File: src/core/wdsr_consts.svh
`ifndef WDSR_CONSTS_SVH
`define WDSR_CONSTS_SVH

// Register byte addresses (printed offsets are not multiples of four: index*4)
`define WDSR_KEY_INDEX       8'hA6
`define WDSR_CTRL_INDEX      8'hA7
`define WDSR_ADDR_W          10
`define WDSR_KEY_ADDR        10'h298
`define WDSR_CTRL_ADDR       10'h29C

// Key bytes
`define WDSR_KEY_EN_FIRST    8'h1E
`define WDSR_KEY_EN_SECOND   8'hE1
`define WDSR_KEY_RST_FIRST   8'h5A
`define WDSR_KEY_RST_SECOND  8'hA5

// Control register fields
`define WDSR_PS_MSB          7
`define WDSR_PS_LSB          5
`define WDSR_IDLE_BIT        4
`define WDSR_SOFT_BIT        2
`define WDSR_OVF_BIT         1
`define WDSR_RUN_BIT         0
`define WDSR_CTRL_RESET      8'h00

// Base time-out: 16K cycles, doubled per select step
`define WDSR_BASE_LOG2       14
`define WDSR_PS_MAX          3'h7
`define WDSR_CNT_W           21

// Length of the reset pulse driven out
`define WDSR_RST_PULSE       4'h4

`endif

File: src/core/wdsr_pkg.sv
package wdsr_pkg;
	typedef enum logic [2:0] {
		WDSR_KEY_IDLE = 3'b001,
		WDSR_KEY_EN   = 3'b010,
		WDSR_KEY_RST  = 3'b100
	} wdsr_key_state_t;
endpackage

File: src/core/wdsr_top.sv
// How it works
// - key 5A then A5 resets device
// - soft reset works with watchdog stopped
// - soft reset sets soft flag only
// - wrong key sequence resets, sets both flags
// - select 0 gives 16K, 7 gives 2048K
// - idle freeze bit holds counter in idle
// - flags survive reset until software clears
// - key 1E then E1 starts watchdog
// - enable pair again restarts interval
// - unrefreshed time-out resets, sets overflow flag
// - running bit read-only, shows counter active
//
// Register access over APB was left to the implementer.
`timescale 1ns/10ps
`default_nettype none
`include "wdsr_consts.svh"

module wdsr_top
	import wdsr_pkg::*;
#(
	parameter int CNT_W = `WDSR_CNT_W
)(
	input  wire logic        pclk,
	input  wire logic        presetn,
	input  wire logic        clk_en,
	input  wire logic        psel,
	input  wire logic        penable,
	input  wire logic        pwrite,
	input  wire logic [31:0] paddr,
	input  wire logic [31:0] pwdata,
	input  wire logic [3:0]  pstrb,
	output logic      [31:0] prdata,
	output logic             pready,
	output logic             pslverr,
	input  wire logic        idle_mode,
	input  wire logic        other_reset_n,
	output logic             wdt_reset_req
);
	// Longest select needs base plus top select value in counter bits
	if (CNT_W < `WDSR_BASE_LOG2 + `WDSR_PS_MAX) begin
		$error("CNT_W too small for the longest time-out");
	end

	localparam logic [7:0] CTRL_RESET   = `WDSR_CTRL_RESET;
	localparam logic [2:0] PERIOD_RESET = CTRL_RESET[`WDSR_PS_MSB:`WDSR_PS_LSB];
	localparam logic       IDLE_RESET   = CTRL_RESET[`WDSR_IDLE_BIT];
	localparam logic       SOFT_RESET   = CTRL_RESET[`WDSR_SOFT_BIT];
	localparam logic       OVF_RESET    = CTRL_RESET[`WDSR_OVF_BIT];
	localparam logic       RUN_RESET    = CTRL_RESET[`WDSR_RUN_BIT];

	logic [2:0]       period_reg;
	logic             idle_freeze_reg;
	logic             soft_flag_reg;
	logic             ovf_flag_reg;
	logic             running_reg;
	logic [CNT_W-1:0] count_reg;
	logic [3:0]       pulse_reg;
	logic             idle_s1_reg;
	logic             idle_s2_reg;
	logic             orst_s1_reg;
	logic             orst_s2_reg;

	logic             wr_en;
	logic             wr_key;
	logic             wr_ctrl;
	logic             rd_ctrl;
	logic             addr_hit;
	logic             is_key;
	logic             is_ctrl;
	logic             count_hold;
	logic             key_enable;
	logic             key_reset;
	logic             key_error;
	logic             timeout;
	logic             any_reset;
	logic [CNT_W-1:0] limit;

	function automatic logic [CNT_W-1:0] wdsr_limit(input logic [2:0] sel);
		logic [CNT_W-1:0] one;
		one = {{(CNT_W-1){1'b0}}, 1'b1};
		wdsr_limit = (one << (`WDSR_BASE_LOG2 + sel)) - one;
	endfunction

	// Upper bits must be zero, so aliases of the two registers stay unmapped
	function automatic logic wdsr_addr_is(input logic [31:0] addr, input logic [`WDSR_ADDR_W-1:0] offset);
		wdsr_addr_is = (addr[31:`WDSR_ADDR_W] == '0) && (addr[`WDSR_ADDR_W-1:0] == offset);
	endfunction

	// Bus: zero wait, byte lane 0 carries the 8-bit registers
	assign pready   = 1'b1;
	assign is_key   = wdsr_addr_is(paddr, `WDSR_KEY_ADDR);
	assign is_ctrl  = wdsr_addr_is(paddr, `WDSR_CTRL_ADDR);
	assign addr_hit = is_key || is_ctrl;
	// Key register is write-only, a read of it is refused
	assign pslverr  = psel && penable && (!addr_hit || (!pwrite && is_key));
	assign wr_en    = psel && penable && pwrite && pstrb[0] && clk_en;
	assign wr_key   = wr_en && is_key;
	assign wr_ctrl  = wr_en && is_ctrl;
	assign rd_ctrl  = psel && !penable && !pwrite && is_ctrl;

	wdsr_key_seq u_key (
		.pclk       (pclk),
		.presetn    (presetn),
		.clk_en     (clk_en),
		.clear      (any_reset),
		.key_wr     (wr_key),
		.key_data   (pwdata[7:0]),
		.key_enable (key_enable),
		.key_reset  (key_reset),
		.key_error  (key_error)
	);

	// Idle level arrives from another domain: two flops before any use
	always_ff @(posedge pclk or negedge presetn) begin
		if (!presetn) begin
			idle_s1_reg <= 1'b0;
			idle_s2_reg <= 1'b0;
		end else if (clk_en) begin
			idle_s1_reg <= idle_mode;
			idle_s2_reg <= idle_s1_reg;
		end
	end

	// Other reset sources, same treatment; idles high
	always_ff @(posedge pclk or negedge presetn) begin
		if (!presetn) begin
			orst_s1_reg <= 1'b1;
			orst_s2_reg <= 1'b1;
		end else if (clk_en) begin
			orst_s1_reg <= other_reset_n;
			orst_s2_reg <= orst_s1_reg;
		end
	end

	assign limit      = wdsr_limit(period_reg);
	assign count_hold = idle_freeze_reg && idle_s2_reg;
	// interval elapsed
	// At or past the limit, so a shorter period set mid-count still fires
	assign timeout    = running_reg && (count_reg >= limit);
	// key reset independent of running state
	assign any_reset  = key_reset || key_error || timeout || !orst_s2_reg;

	// Period select, cleared by every reset source
	always_ff @(posedge pclk or negedge presetn) begin
		if (!presetn) begin
			period_reg <= PERIOD_RESET;
		end else if (clk_en) begin
			if (any_reset) begin
				period_reg <= PERIOD_RESET;
			end else if (wr_ctrl) begin
				period_reg <= pwdata[`WDSR_PS_MSB:`WDSR_PS_LSB];
			end
		end
	end

	// Idle freeze bit, cleared by every reset source
	always_ff @(posedge pclk or negedge presetn) begin
		if (!presetn) begin
			idle_freeze_reg <= IDLE_RESET;
		end else if (clk_en) begin
			if (any_reset) begin
				idle_freeze_reg <= IDLE_RESET;
			end else if (wr_ctrl) begin
				idle_freeze_reg <= pwdata[`WDSR_IDLE_BIT];
			end
		end
	end

	// flags kept across block resets; set beats clear
	// overflow flag untouched by good key
	always_ff @(posedge pclk or negedge presetn) begin
		if (!presetn) begin
			soft_flag_reg <= SOFT_RESET;
		end else if (clk_en) begin
			if (key_reset || key_error) begin
				soft_flag_reg <= 1'b1;
			end else if (wr_ctrl && !pwdata[`WDSR_SOFT_BIT]) begin
				soft_flag_reg <= 1'b0;
			end
		end
	end

	always_ff @(posedge pclk or negedge presetn) begin
		if (!presetn) begin
			ovf_flag_reg <= OVF_RESET;
		end else if (clk_en) begin
			if (key_error || timeout) begin
				ovf_flag_reg <= 1'b1;
			end else if (wr_ctrl && !pwdata[`WDSR_OVF_BIT]) begin
				ovf_flag_reg <= 1'b0;
			end
		end
	end

	always_ff @(posedge pclk or negedge presetn) begin
		if (!presetn) begin
			running_reg <= RUN_RESET;
		end else if (clk_en) begin
			if (any_reset) begin
				running_reg <= 1'b0;
			end else if (key_enable) begin
				running_reg <= 1'b1;
			end
		end
	end

	always_ff @(posedge pclk or negedge presetn) begin
		if (!presetn) begin
			count_reg <= '0;
		end else if (clk_en) begin
			if (any_reset || key_enable || !running_reg) begin
				count_reg <= '0;
			end else if (!count_hold) begin
				count_reg <= count_reg + {{(CNT_W-1){1'b0}}, 1'b1};
			end
		end
	end

	// Stretched pulse so the system reset logic cannot miss it
	always_ff @(posedge pclk or negedge presetn) begin
		if (!presetn) begin
			pulse_reg <= 4'h0;
		end else if (clk_en) begin
			if (key_reset || key_error || timeout) begin
				pulse_reg <= `WDSR_RST_PULSE;
			end else if (pulse_reg != 4'h0) begin
				pulse_reg <= pulse_reg - 4'h1;
			end
		end
	end

	assign wdt_reset_req = (pulse_reg != 4'h0);

	// running bit read-only status
	// Loaded in the setup cycle, so it stands through the access phase
	always_ff @(posedge pclk or negedge presetn) begin
		if (!presetn) begin
			prdata <= 32'h0;
		end else if (clk_en) begin
			if (rd_ctrl) begin
				prdata <= {24'h0, period_reg, idle_freeze_reg, 1'b0,
				           soft_flag_reg, ovf_flag_reg, running_reg};
			end else if (!psel) begin
				prdata <= 32'h0;
			end
		end
	end
endmodule
`default_nettype wire

File: src/core/wdsr_key_seq.sv
`timescale 1ns/10ps
`default_nettype none
`include "wdsr_consts.svh"

module wdsr_key_seq
	import wdsr_pkg::*;
(
	input  wire logic       pclk,
	input  wire logic       presetn,
	input  wire logic       clk_en,
	input  wire logic       clear,
	input  wire logic       key_wr,
	input  wire logic [7:0] key_data,
	output logic            key_enable,
	output logic            key_reset,
	output logic            key_error
);
	wdsr_key_state_t state_reg;
	wdsr_key_state_t state_next;

	always_comb begin
		state_next = state_reg;
		key_enable = 1'b0;
		key_reset  = 1'b0;
		key_error  = 1'b0;
		if (key_wr) begin
			case (state_reg)
				WDSR_KEY_IDLE: begin
					if (key_data == `WDSR_KEY_EN_FIRST)
						state_next = WDSR_KEY_EN;
					else if (key_data == `WDSR_KEY_RST_FIRST)
						state_next = WDSR_KEY_RST;
					else
						key_error = 1'b1;
				end
				WDSR_KEY_EN: begin
					state_next = WDSR_KEY_IDLE;
					key_enable = (key_data == `WDSR_KEY_EN_SECOND);
					key_error  = (key_data != `WDSR_KEY_EN_SECOND);
				end
				WDSR_KEY_RST: begin
					state_next = WDSR_KEY_IDLE;
					key_reset  = (key_data == `WDSR_KEY_RST_SECOND);
					key_error  = (key_data != `WDSR_KEY_RST_SECOND);
				end
				default: begin
					state_next = WDSR_KEY_IDLE;
				end
			endcase
		end
	end

	always_ff @(posedge pclk or negedge presetn) begin
		if (!presetn)
			state_reg <= WDSR_KEY_IDLE;
		else if (clk_en) begin
			if (clear)
				state_reg <= WDSR_KEY_IDLE;
			else
				state_reg <= state_next;
		end
	end
endmodule
`default_nettype wire

File: config.mk
export PLATFORM = sky130hd
export DESIGN_NAME = wdsr_top
export DESIGN_NICKNAME = d
export VERILOG_FILES = /design/src/core/wdsr_pkg.sv /design/src/core/wdsr_top.sv /design/src/core/wdsr_key_seq.sv
export VERILOG_INCLUDE_DIRS = /design/src /design/src/core
export SDC_FILE = /design/constraint.sdc
export NUM_CORES = 1
export LEC_CHECK = 0
export ABC_AREA = 1
export BUFFER_PORTS_ARGS = -buffer_cell sky130_fd_sc_hd__buf_2
export CAP_MARGIN = 20
export CORE_UTILIZATION = 48
export CTS_BUF_LIST = sky130_fd_sc_hd__clkbuf_4
export DETAILED_ROUTE_END_ITERATION = 8
export HOLD_SLACK_MARGIN = 0.08
export PLACE_DENSITY_LB_ADDON = 0.3
export RECOVER_POWER = 25
export SYNTH_ARGS = -nofsm -noshare
export SYNTH_HDL_FRONTEND = slang
export SYNTH_SLANG_ARGS = --single-unit
File: constraint.sdc
create_clock -name pclk -period 2.9 [get_ports pclk]
set_input_delay 0.58 -clock pclk [delete_from_list [all_inputs] [get_ports pclk]]
set_output_delay 0.58 -clock pclk [all_outputs]
set_load 0.005 [all_outputs]
==> results of run 1 <==
-- logic make-up after synthesis --
| family | after synthesis |
|---|---|
| other cells | 2 |
| buf+inv | 85 |
| flops | 46 |
| simple gates | 277 |
| xor+xnor | 20 |
| fa+ha+maj | 23 |
| compound gates | 27 |
-- worst max-delay path, cell delays in order, from the launching register on --
cell and delay [ps]:
dfrtp_1 410, inv_2 100, ha_4 230, inv_1 70, nand3_1 90, xor2_1 160
ha_1 280, nand2_1 70, nor2_2 110, nand2_1 80, nor2_1 110, nand2_1 60
nand2_1 60, nor2_1 30, nand2_1 100, nand2_2 110, nand3_4 120, nor2_8 60
nor2_8 200, clkbuf_16 220, nor2_4 30
-- layer usage --
layer	routed length, µm	vias up
met1	3310	1474
met2	4060	66
met3	233	10
li1	-	1609
met5	0	-
met4	70	0
-- through the flow --
| stage | instances | setup WS [ps] | utilization, % | hold slack [ps] | cell area, µm² |
|---|---|---|---|---|---|
| after floorplan | 507 | 167 | - | 284 | 3650 |
| after detailed placement | 637 | 24.5 | 55.7 | 458 | 3890 |
| after CTS | 645 | 17.6 | 56.6 | 403 | 3950 |
| after global placement | 637 | 69.8 | 55.7 | 455 | 3890 |
| final | 654 | 77.0 | 58.5 | 275 | 4090 |
| after global routing | 654 | -143 | 58.5 | 329 | 4090 |
-- power groups by stage --
stage,Combinational (mW),Sequential [mW],Clock (mW)
after floorplan,0.178,0.713,0
after global placement,0.225,0.718,0
after detailed placement,0.236,0.719,0
after CTS,0.236,0.708,0.338
after global routing,0.283,0.712,0.367
final,0.242,0.708,0.326
-- area by class of cell --
class | instances | share of cell area [%]
clock buffer | 7 | 1.29
clock inverter | 1 | 0.184
multi-input combinational | 376 | 51.7
sequential | 46 | 28.3
timing repair buffer | 73 | 10.5
inverter | 55 | 5.05
tap | 96 | 2.94
-- repair_timing --
item | CTS | global route
setup buffers | 0 | 7
hold buffers | 0 | 0
setup endpoints to repair | 0 | 31
resized for setup | 0 | 18
-- placed cells by master (no fill, tap or decap), types with 3 or more instances in the layout --
cell type and n:
xor2_1 15, o21ai_0 6, a22o_1 7, ha_1 21
nand3_1 27, nor2_4 13, nand4_1 8, a21oi_1 7
inv_2 8, nand2_1 139, buf_2 56, nor2_2 8
inv_1 46, xnor2_1 5, nand2_2 4, buf_4 13
nor2_1 56, nor3_1 7, dfstp_2 3, dfrtp_1 43
conb_1 29, clkbuf_4 7
-- path summary, 6_finish.rpt --
path / from / to
min in group pclk: idle_mode / idle_s1_reg
max: period_reg[2] / count_reg[13]
max in group asynchronous: presetn / u_key.state_reg[1]
max reg2reg: period_reg[2] / count_reg[13]
min: presetn / count_reg[14]
min reg2reg: orst_s1_reg / orst_s2_reg
==> reports/metrics.yaml, run 1 <==
grt:
  busiest_layer: "met2"
  grtUsageMet3_pct: 3.58
  grt_first_pass_wirelength_um: 12200
  antenna_found_initial: 0
  grt_util_met2_pct: 36.5
  grt_pass1_vias: 2931
  overflow: 0
  track_usage_pct: 19.9
  met1_usage_pct: 23.8
  grt_max_degree: 47
finish:
  largest_reg_flops: 21
  syn2layout_area_growth_pct: 15.1
  seq_area_um2: 1150
  drive_gt1_share_pct: 23.1
  antenna_cells: 0
  multiInputGateArea_um2: 2110
  fillers: 675
  fin_nets: 656
timing:
  timing.final.crit_period_ps: 2820
  tightestPinTransition_ps: 1670
  slew_headroom_pct: -11.2
  fin_crit_sh_pct: 97.3
  tns_ps: 0
  hold_viol_final: 0
  rsz0062_at_grt: "true"
  max_freq_ghz: 0.354
  finalSetupViolCount: 0
  slew_viol_final: 32
  fin_worst_skew_ps: 13.1
placement:
  place_hpwl_um: 5860
  gp_congestion: 0.848
  port_buffers: 57
setup_path:
  reg2regPathDepth: 20
  rrSetupSlack_ps: 80
  cp_max_fo: 7
  end_kind: "flip-flop"
  crit_required_ps: 3150
  start_kind: "flip-flop"
  arrival_ps: 3080
  critPathKind: "flip-flop to flip-flop"
run_status:
  outcome: "complete, but fails checks"
  violations: "capacitance limit, slew limit"
synth:
  synth_area_leader_cell: "dfrtp_1"
  synth_top_family_by_area: "simple AND/OR/NAND/NOR gates"
  synth-compound-area-share_pct: 5.08
  yosysMostFrequentCell: "nand2_1"
  synth_xor_area_share_pct: 4.94
  async_flop_share_pct: 100
  synth_fa_ha_area_share_pct: 8.11
  synth_top_cell_area_share_pct: 30.3
  synth-seq-area-share_pct: 32.5
  ys_top_cells_by_area: "dfrtp_1 30%, nand2_1 15%, ha_1 8.1%"
  synthFlopType: "dfrtp_1"
  ys_seq_elements: 46
  syn_area_um2: 3550
  synth-edff-count: 0
  netlist_top_cells_count: "140 x nand2_1, 61 x nor2_1, 49 x inv_1"
  synth.area.mux_share_pct: 0
  synthSimpleGateAreaFrac_pct: 36.8
  netlist_instances: 480
  synth_area_per_cell_um2: 7.39
  yosysWarnings: 0
  ys_types: 37
cts:
  cts_made_buffers: 5
  clock_path_buffers: 2
  cts_sinks: 46
  clk_pin_slew_ps: 140
  cts-root-buf: "clkbuf_4"
  cts_tree: "built"
  insertion_delay_ps: 360
  htree_levels: 2
die:
  design.die.area_um2: 7740
  io_pins: 111
  start_util_pct: 50.8
  fp.dieW_um: 88.0
  rows: 30
  die_h_um: 88.0
  core_area_um2: 6980
drt:
  vias: 3159
  wl_per_cell_um: 11.7
  wl_um: 7670
  postRouteAntennaNets: 0
  drt-initial-drc-count: 123
  vias_per_cell: 4.83
  drc: 0
  drt_pass1_iterations: 4
pwr:
  power_frac_comb_pct: 18.9
  total_power_mw: 1.28
  netSwitchingFraction_pct: 30.0
  total_leakage_power_nw: 2.19
  switchingPower_mw: 0.383
  ir_worst_vdd_mv: 0.296
  p_int_mw: 0.893
  p_per_area_nw_per_um2: 312
  p_seq_share_pct: 55.5
  pwr-share-clk_pct: 25.6
run:
  cap_violations: 1
hold_path:
  hold_path.class: "primary input to async pin"
No activity file was read; power rests on OpenSTA's default activity.
==> run 2, diff against run 1 <==
Settings changed: ABC_AREA 1 to default, CORE_UTILIZATION 48 to 47.
==> run 2 against run 1 <==
  * The run ends with DRC, setup timing left
  * Cell count fell by 22%
  * Core utilization rose by 2.5 points
  * Via count fell by 9.8%
  * Non-clock buffer count rose by 11
  * Largest cell class unchanged
==> reports/metrics.yaml, run 2 <==
timing:
  hold_slack_ps: 454  # +179 ps
  fin_crit_sh_pct: 105  # +7.3 points
  fin_worst_skew_ps: 9.51  # -3.58 ps
  slew_headroom_pct: 8.28  # +19 points
  slew_viol_final: 0  # -100%
  rsz0062_at_grt: "true"
  layout_setup_ws_ps: -133  # -210 ps
  tightestPinTransition_ps: 1380  # -292 ps
  hold_viol_final: 0  # unchanged
  finalSetupViolCount: 6  # +6
  timing.final.crit_period_ps: 3030  # +210 ps
  max_freq_ghz: 0.330  # -6.9%
placement:
  dpl_worst_slack_ps: -181  # -205 ps
  placedCellCount: 498  # -22%
  gp_congestion: 0.820  # -3.4%
  port_buffers: 57  # unchanged
  place_area_um2: 3660  # -5.8%
  place_hpwl_um: 5640  # -3.7%
setup_path:
  critPathKind: "flip-flop to flip-flop"
  r2r-end: "count_reg[8]"
  start_kind: "flip-flop"
  crit_required_ps: 3190  # +40 ps
  rrSetupSlack_ps: -130  # -210 ps
  critPathLaunch: "period_reg[1]"
  reg2regPathDepth: 15  # -25%
  r2r_start: "period_reg[1]"
  end_kind: "flip-flop"
  arrival_ps: 3330  # +250 ps
  cp_max_fo: 5  # -2
finish:
  fillers: 565  # -16%
  syn2layout_area_growth_pct: 23.3
  antenna_cells: 0  # unchanged
  layout_commonest_cell: "buf_2"
  drive_gt1_share_pct: 31.0  # +7.8 points
  mostFrequentLayoutCells: "56 x buf_2, 42 x dfrtp_1, 29 x conb_1, 26 x nor2_1"
  fin_nets: 534  # -19%
  final_cells: 513  # -22%
  largest_reg_flops: 21  # unchanged
  design_area_um2: 3940  # -3.5%
synth:
  synth-edff-count: 0  # unchanged
  netlist_instances: 347  # -28%
  syn_area_um2: 3200  # -9.9%
  yosysWarnings: 0  # unchanged
  synth_area_leader_cell: "dfrtp_1"
  netlist_top_cells_count: "43 x dfrtp_1, 29 x nor2_1, 26 x buf_4"
  synth_top_cell_area_share_pct: 33.7  # +3.3 points
  yosysMostFrequentCell: "dfrtp_1"
  ys_seq_elements: 46  # unchanged
  synth-seq-area-share_pct: 36.1  # +3.6 points
  synthFlopType: "dfrtp_1"
  ys_top_cells_by_area: "dfrtp_1 34%, ha_1 9.0%, buf_4 6.1%"
  synth_area_per_cell_um2: 9.21  # +25%
  ys_types: 56  # +51%
  async_flop_share_pct: 100  # unchanged
drt:
  wl_met2_um: 3900  # -4.0%
  wl_per_cell_um: 15.0  # +28%
  drt-initial-drc-count: 91  # -26%
  routed.top_layer: "met4"
  postRouteAntennaNets: 0  # unchanged
  vias_per_cell: 5.55  # +15%
  wl_um: 7690  # +0.21%
  vias: 2849  # -9.8%
  drc: 4  # +4
  drt_pass1_iterations: 8  # +4
  route.met3.wl_um: 386  # +66%
  met1_length_um: 3250  # -1.7%
run:
  cap_violations: 0  # -1
cts:
  htree_levels: 2  # unchanged
  insertion_delay_ps: 360  # about the same
  clk_pin_slew_ps: 130  # about the same
  holdBufCountCts: 0  # unchanged
  clock_path_buffers: 2  # unchanged
  cts_made_buffers: 5  # unchanged
  cts_tree: "built"
  cts-root-buf: "clkbuf_4"
  cts_sinks: 46  # unchanged
pwr:
  p_per_area_nw_per_um2: 325  # +4.1%
  total_power_mw: 1.28  # +0.43%
  ir_worst_vdd_mv: 0.250  # -16%
  total_leakage_power_nw: 1.82  # -17%
grt:
  track_usage_pct: 21.2  # +1.3 points
  antenna_found_initial: 0  # unchanged
  grt_max_degree: 28  # -40%
  grt_first_pass_wirelength_um: 12200  # about the same
  grt_pass1_vias: 2724  # -7.1%
  overflow: 0  # unchanged
die:
  core_area_um2: 6460  # -7.5%
  die_h_um: 84.5  # -4.0%
  io_pins: 111  # unchanged
  design.die.area_um2: 7140  # -7.8%
  fp.dieW_um: 84.5  # -4.0%
  start_util_pct: 49.5  # -1.3 points
  rows: 29  # -3.3%
hold_path:
  hold_depth: 2
  min_to: "idle_s1_reg"
  hold_path.class: "primary input to flip-flop"
  hold_path.startpoint: "idle_mode"
run_status:
  violations: "DRC, setup timing"
  outcome: "complete, but fails checks"
==> run 2: cell count changes after synthesis, sizes merged, moves of 5 or more <==
| cell | change |
|---|---|
| nand2 | -122 |
| nor2 | -50 |
| inv | -39 |
| and3 | +11 |
| nand3 | -11 |
| o21ai | +11 |
| nand2b | +7 |
| nor4 | +7 |
| nor4b | +6 |
| a21o | +5 |
==> run 2: layout make-up <==
cell class                      count  area, µm²  area share [%]
Sequential cell                    46       1160            29.3
Clock inverter                      3       11.3           0.286
Timing Repair Buffer               84        509            12.9
Multi-Input combinational cell    283       2070            52.6
Tap cell                           77       96.3            2.44
Inverter                           15       58.8            1.49
Clock buffer                        5       37.5           0.952
==> run 2: per-layer routing <==
metal	GRT usage (%)	vias up
li1	-	1373
met1	25.4	1359
met2	39.1	100
met3	3.83	17
met4	5.70	0
met5	0	-
==> run 2: cells by family (layout without fill, tap and decap cells) <==
logic type               Yosys count  in the layout  synth area share, %
AND/OR/NAND/NOR                  142            144                 24.4
AO/OA/AOI/OAI                     60             60                 13.4
buffers and inverters             47            107                 9.04
flip-flops                        46             46                 36.1
adder cells (fa/ha/maj)           23             23                 9.00
XOR/XNOR                          22             22                 6.03
multiplexers                       5              5                 1.72
other                              2             29                0.235
==> run 2: critical path, stage by stage (launching register included) <==
cell	delay [ps]
dfrtp_2	440
inv_4	90
ha_4	220
and3_4	180
xnor2_2	170
nand2b_1	90
ha_1	310
nand4_1	130
nor2_2	60
and3_4	160
o41ai_4	250
buf_4	180
o2111ai_4	140
buf_6	170
or3_1	300
o21ai_1	80
==> run 2: stage by stage <==
step | setup TNS (ps) | utilization, %
floorplan | -732 | -
global placement | -577 | 56.7
detailed placement | -1170 | 56.7
CTS | -659 | 58.6
global route | -2270 | 61.0
finish | -418 | 61.0
==> run 2: worst max-delay path by stage <==
stage                               end  cells after the start
after floorplan           count_reg[10]                     15
after global placement    period_reg[1]                     13
after detailed placement  period_reg[1]                     13
after CTS                 period_reg[1]                     13
after global routing       count_reg[8]                     15
final                      count_reg[8]                     15
==> run 2: repair_timing <==
action	4_1_cts	5_1_grt
pin swaps	16	14
buffers inserted	3	4
gates resized for setup	13	32
setup endpoints to repair	29	33
cloned	0	2
==> run 2: power breakdown <==
group	switching, mW	internal (mW)
Sequential	0.0477	0.682
Combinational	0.142	0.117
Clock	0.206	0.0869
==> run 3, diff against run 2 <==
Settings changed: CORE_UTILIZATION 47 to 46, CTS_BUF_LIST sky130_fd_sc_hd__clkbuf_4 to sky130_fd_sc_hd__clkbuf_4 sky130_fd_sc_hd__clkbuf_8 sky130_fd_sc_hd__clkbuf_16.
==> run 3 against run 2 <==
  * The flow finishes with violations (setup timing)
  * Sequential cell count is the same
  * Cell count up 0.58%
  * Register-to-register slack better by 80 ps
  * Via count down 2.1%
  * Sequential power down 0.5%
  * Power rose by 13%
  * Final area about the same
  * Clock skew fell by 5.8 ps
  * Fmax rose by 2.7%
  * Global-route usage shrank 0.48 points
  * Critical endpoint is now period_reg[1]
  * Largest power group unchanged
  * Highest routed layer unchanged
==> reports/metrics.yaml, run 3 (synthesized netlist as in run 2, its figures left out) <==
pwr:
  power_frac_comb_pct: 16.7  # -3.5 points
  p_int_mw: 1.05  # +18%
  p_per_area_nw_per_um2: 367  # +13%
  p_seq_share_pct: 50.3  # -6.6 points
  switchingPower_mw: 0.396  # +0.11%
  total_power_mw: 1.44  # +13%
  pwr-share-clk_pct: 33.0  # +10 points
  netSwitchingFraction_pct: 27.4  # -3.4 points
  total_leakage_power_nw: 1.85  # +1.4%
  ir_worst_vdd_mv: 0.239  # -4.2%
cts:
  insertion_delay_ps: 300  # -60 ps
  holdBufCountCts: 0  # unchanged
  cts_sinks: 46  # unchanged
  clock_path_buffers: 2  # unchanged
  cts_tree: "built"
  cts-root-buf: "clkbuf_8"
  clk_pin_slew_ps: 90  # -40 ps
  cts_made_buffers: 5  # unchanged
  htree_levels: 2  # unchanged
setup_path:
  r2r_start: "period_reg[1]"
  path_cells: "buf_4 -> buf_4 -> ha_1 -> xnor2_2 -> nand2b_1 -> ha_4 -> nand4_1 -> nor2_2 -> and3_4 -> o41ai_4 -> buf_4 -> nand4_1 -> o21ai_2 -> a22o_1"
  end_kind: "flip-flop"
  crit_path_frequent_cell: "buf_4"
  arrival_ps: 3200  # -130 ps
  cp_max_fo: 7  # +2
  critPathKind: "flip-flop to flip-flop"
  rrSetupSlack_ps: -50  # +80 ps
  slowest_stage: "dfrtp_2"
  critPathLaunch: "period_reg[1]"
  critPathTopFamily: "compound AO/OA/AOI/OAI gates"
  crit_required_ps: 3140  # -50 ps
  critical_path_buf_inv_count: 3  # unchanged
  max_stage_delay_ps: 430  # about the same
  start_kind: "flip-flop"
timing:
  max_freq_ghz: 0.339  # +2.7%
  finalSetupViolCount: 5  # -1
  hold_viol_final: 0  # unchanged
  tightestPinTransition_ps: 1150  # -229 ps
  fin_crit_sh_pct: 102  # -2.8 points
  slew_viol_final: 0  # unchanged
  slew_headroom_pct: 23.5  # +15 points
  rsz0062_at_grt: "true"
  layout_setup_ws_ps: -53.6  # +79.9 ps
  fin_worst_skew_ps: 3.70  # -5.81 ps
  timing.final.crit_period_ps: 2950  # -79.9 ps
finish:
  fin_nets: 534  # unchanged
  antenna_cells: 0  # unchanged
  largest_reg_flops: 21  # unchanged
  fillers: 613  # +8.5%
  mostFrequentLayoutCells: "56 x buf_2, 42 x dfrtp_1, 29 x conb_1, 27 x nor2_1, 24 x buf_4"
  final_cells: 516  # +0.58%
  syn2layout_area_growth_pct: 23.2  # about the same
  drive_gt1_share_pct: 29.8  # -1.1 points
  layout_commonest_cell: "buf_2"
die:
  core_area_um2: 6760  # +4.6%
  fp.dieW_um: 85.4  # +1.1%
  die_h_um: 85.4  # +1.1%
  rows: 30  # +3.4%
  start_util_pct: 47.3  # -2.2 points
  design.die.area_um2: 7290  # +2.1%
  io_pins: 111  # unchanged
drt:
  wl_per_cell_um: 13.6  # -9.5%
  postRouteAntennaNets: 0  # unchanged
  drt_pass1_iterations: 6  # -2
  vias_per_cell: 5.40  # -2.7%
  drc: 0  # -4
  wl_um: 7000  # -8.9%
  drt-initial-drc-count: 130  # +43%
  vias: 2788  # -2.1%
grt:
  grt_pass1_vias: 2695  # -1.1%
  grt_max_degree: 47  # +68%
  track_usage_pct: 20.7  # -0.48 points
  grt_first_pass_wirelength_um: 12100  # -0.45%
  overflow: 0  # unchanged
  antenna_found_initial: 0  # unchanged
run_status:
  violations: "setup timing"
  outcome: "complete, but fails checks"
placement:
  port_buffers: 57  # unchanged
  place_hpwl_um: 5270  # -6.6%
  placedCellCount: 501  # +0.60%
  gp_congestion: 0.857  # +4.6%
  dpl_worst_slack_ps: -164  # +16.6 ps
hold_path:
  hold_path.class: "flip-flop to flip-flop"
  hold_path.startpoint: "prdata[5]"
run:
  cap_violations: 0  # unchanged
## run 3: path summary, 6_finish.rpt
kind / endpoint / cells after the start
setup / recovery: period_reg[1] / 14
hold / removal: prdata[5] / 2
setup reg to reg: period_reg[1] / 14
hold reg to reg: prdata[5] / 2
max in group asynchronous: period_reg[1] / 2
min in group asynchronous: prdata[0] / 2
## run 3: timing repair
action	CTS	global route
pin swaps	12	21
gates resized for setup	8	19
endpoints found under the setup margin	28	33
cloned	0	0
setup buffers	4	4
## run 3: stage by stage
stage          area [µm²]  utilization, %  TNS, ps  hold slack (ps)
4_1_cts              3820            56.6     -252              389
3_5_place_dp         3660            54.1    -1510              484
5_1_grt              3940            58.3    -4030              501
6_report             3940            58.3     -169              499
2_1_floorplan        3350               -     -732              284
3_3_place_gp         3660            54.1     -669              477
## run 3: worst reg2reg max path, stage by stage, from the launching register on
cell and delay [ps]:
dfrtp_2 430, buf_4 140, buf_4 150, ha_1 220, xnor2_2 130, nand2b_1 120
ha_4 210, nand4_1 130, nor2_2 60, and3_4 160, o41ai_4 350, buf_4 200
nand4_1 190, o21ai_2 240, a22o_1 160
## run 3: layout make-up
type	count	area, µm²	share of cell area, %
clock buffer	5	68.8	1.75
inverter	15	58.8	1.49
tap	80	100	2.54
multi-input combinational	281	2000	50.8
timing repair buffer	86	514	13.1
sequential	46	1160	29.3
clock inverter	3	40.0	1.02
## run 3: routing by layer
metal / GRT usage, % / wire [µm] / vias up
li1: - / - / 1376
met2: 35.2 / 3490 / 88
met1: 26.9 / 3160 / 1312
met5: 0 / 0 / -
met4: 7.88 / 124 / 0
met3: 2.92 / 231 / 12
## run 3: power by group through the flow
stage | registers [mW] | logic, mW | clock network (mW)
4_1_cts | 0.723 | 0.228 | 0.487
3_3_place_gp | 0.733 | 0.211 | 0
5_1_grt | 0.733 | 0.275 | 0.511
2_1_floorplan | 0.724 | 0.162 | 0
3_5_place_dp | 0.735 | 0.224 | 0
6_report | 0.726 | 0.241 | 0.477
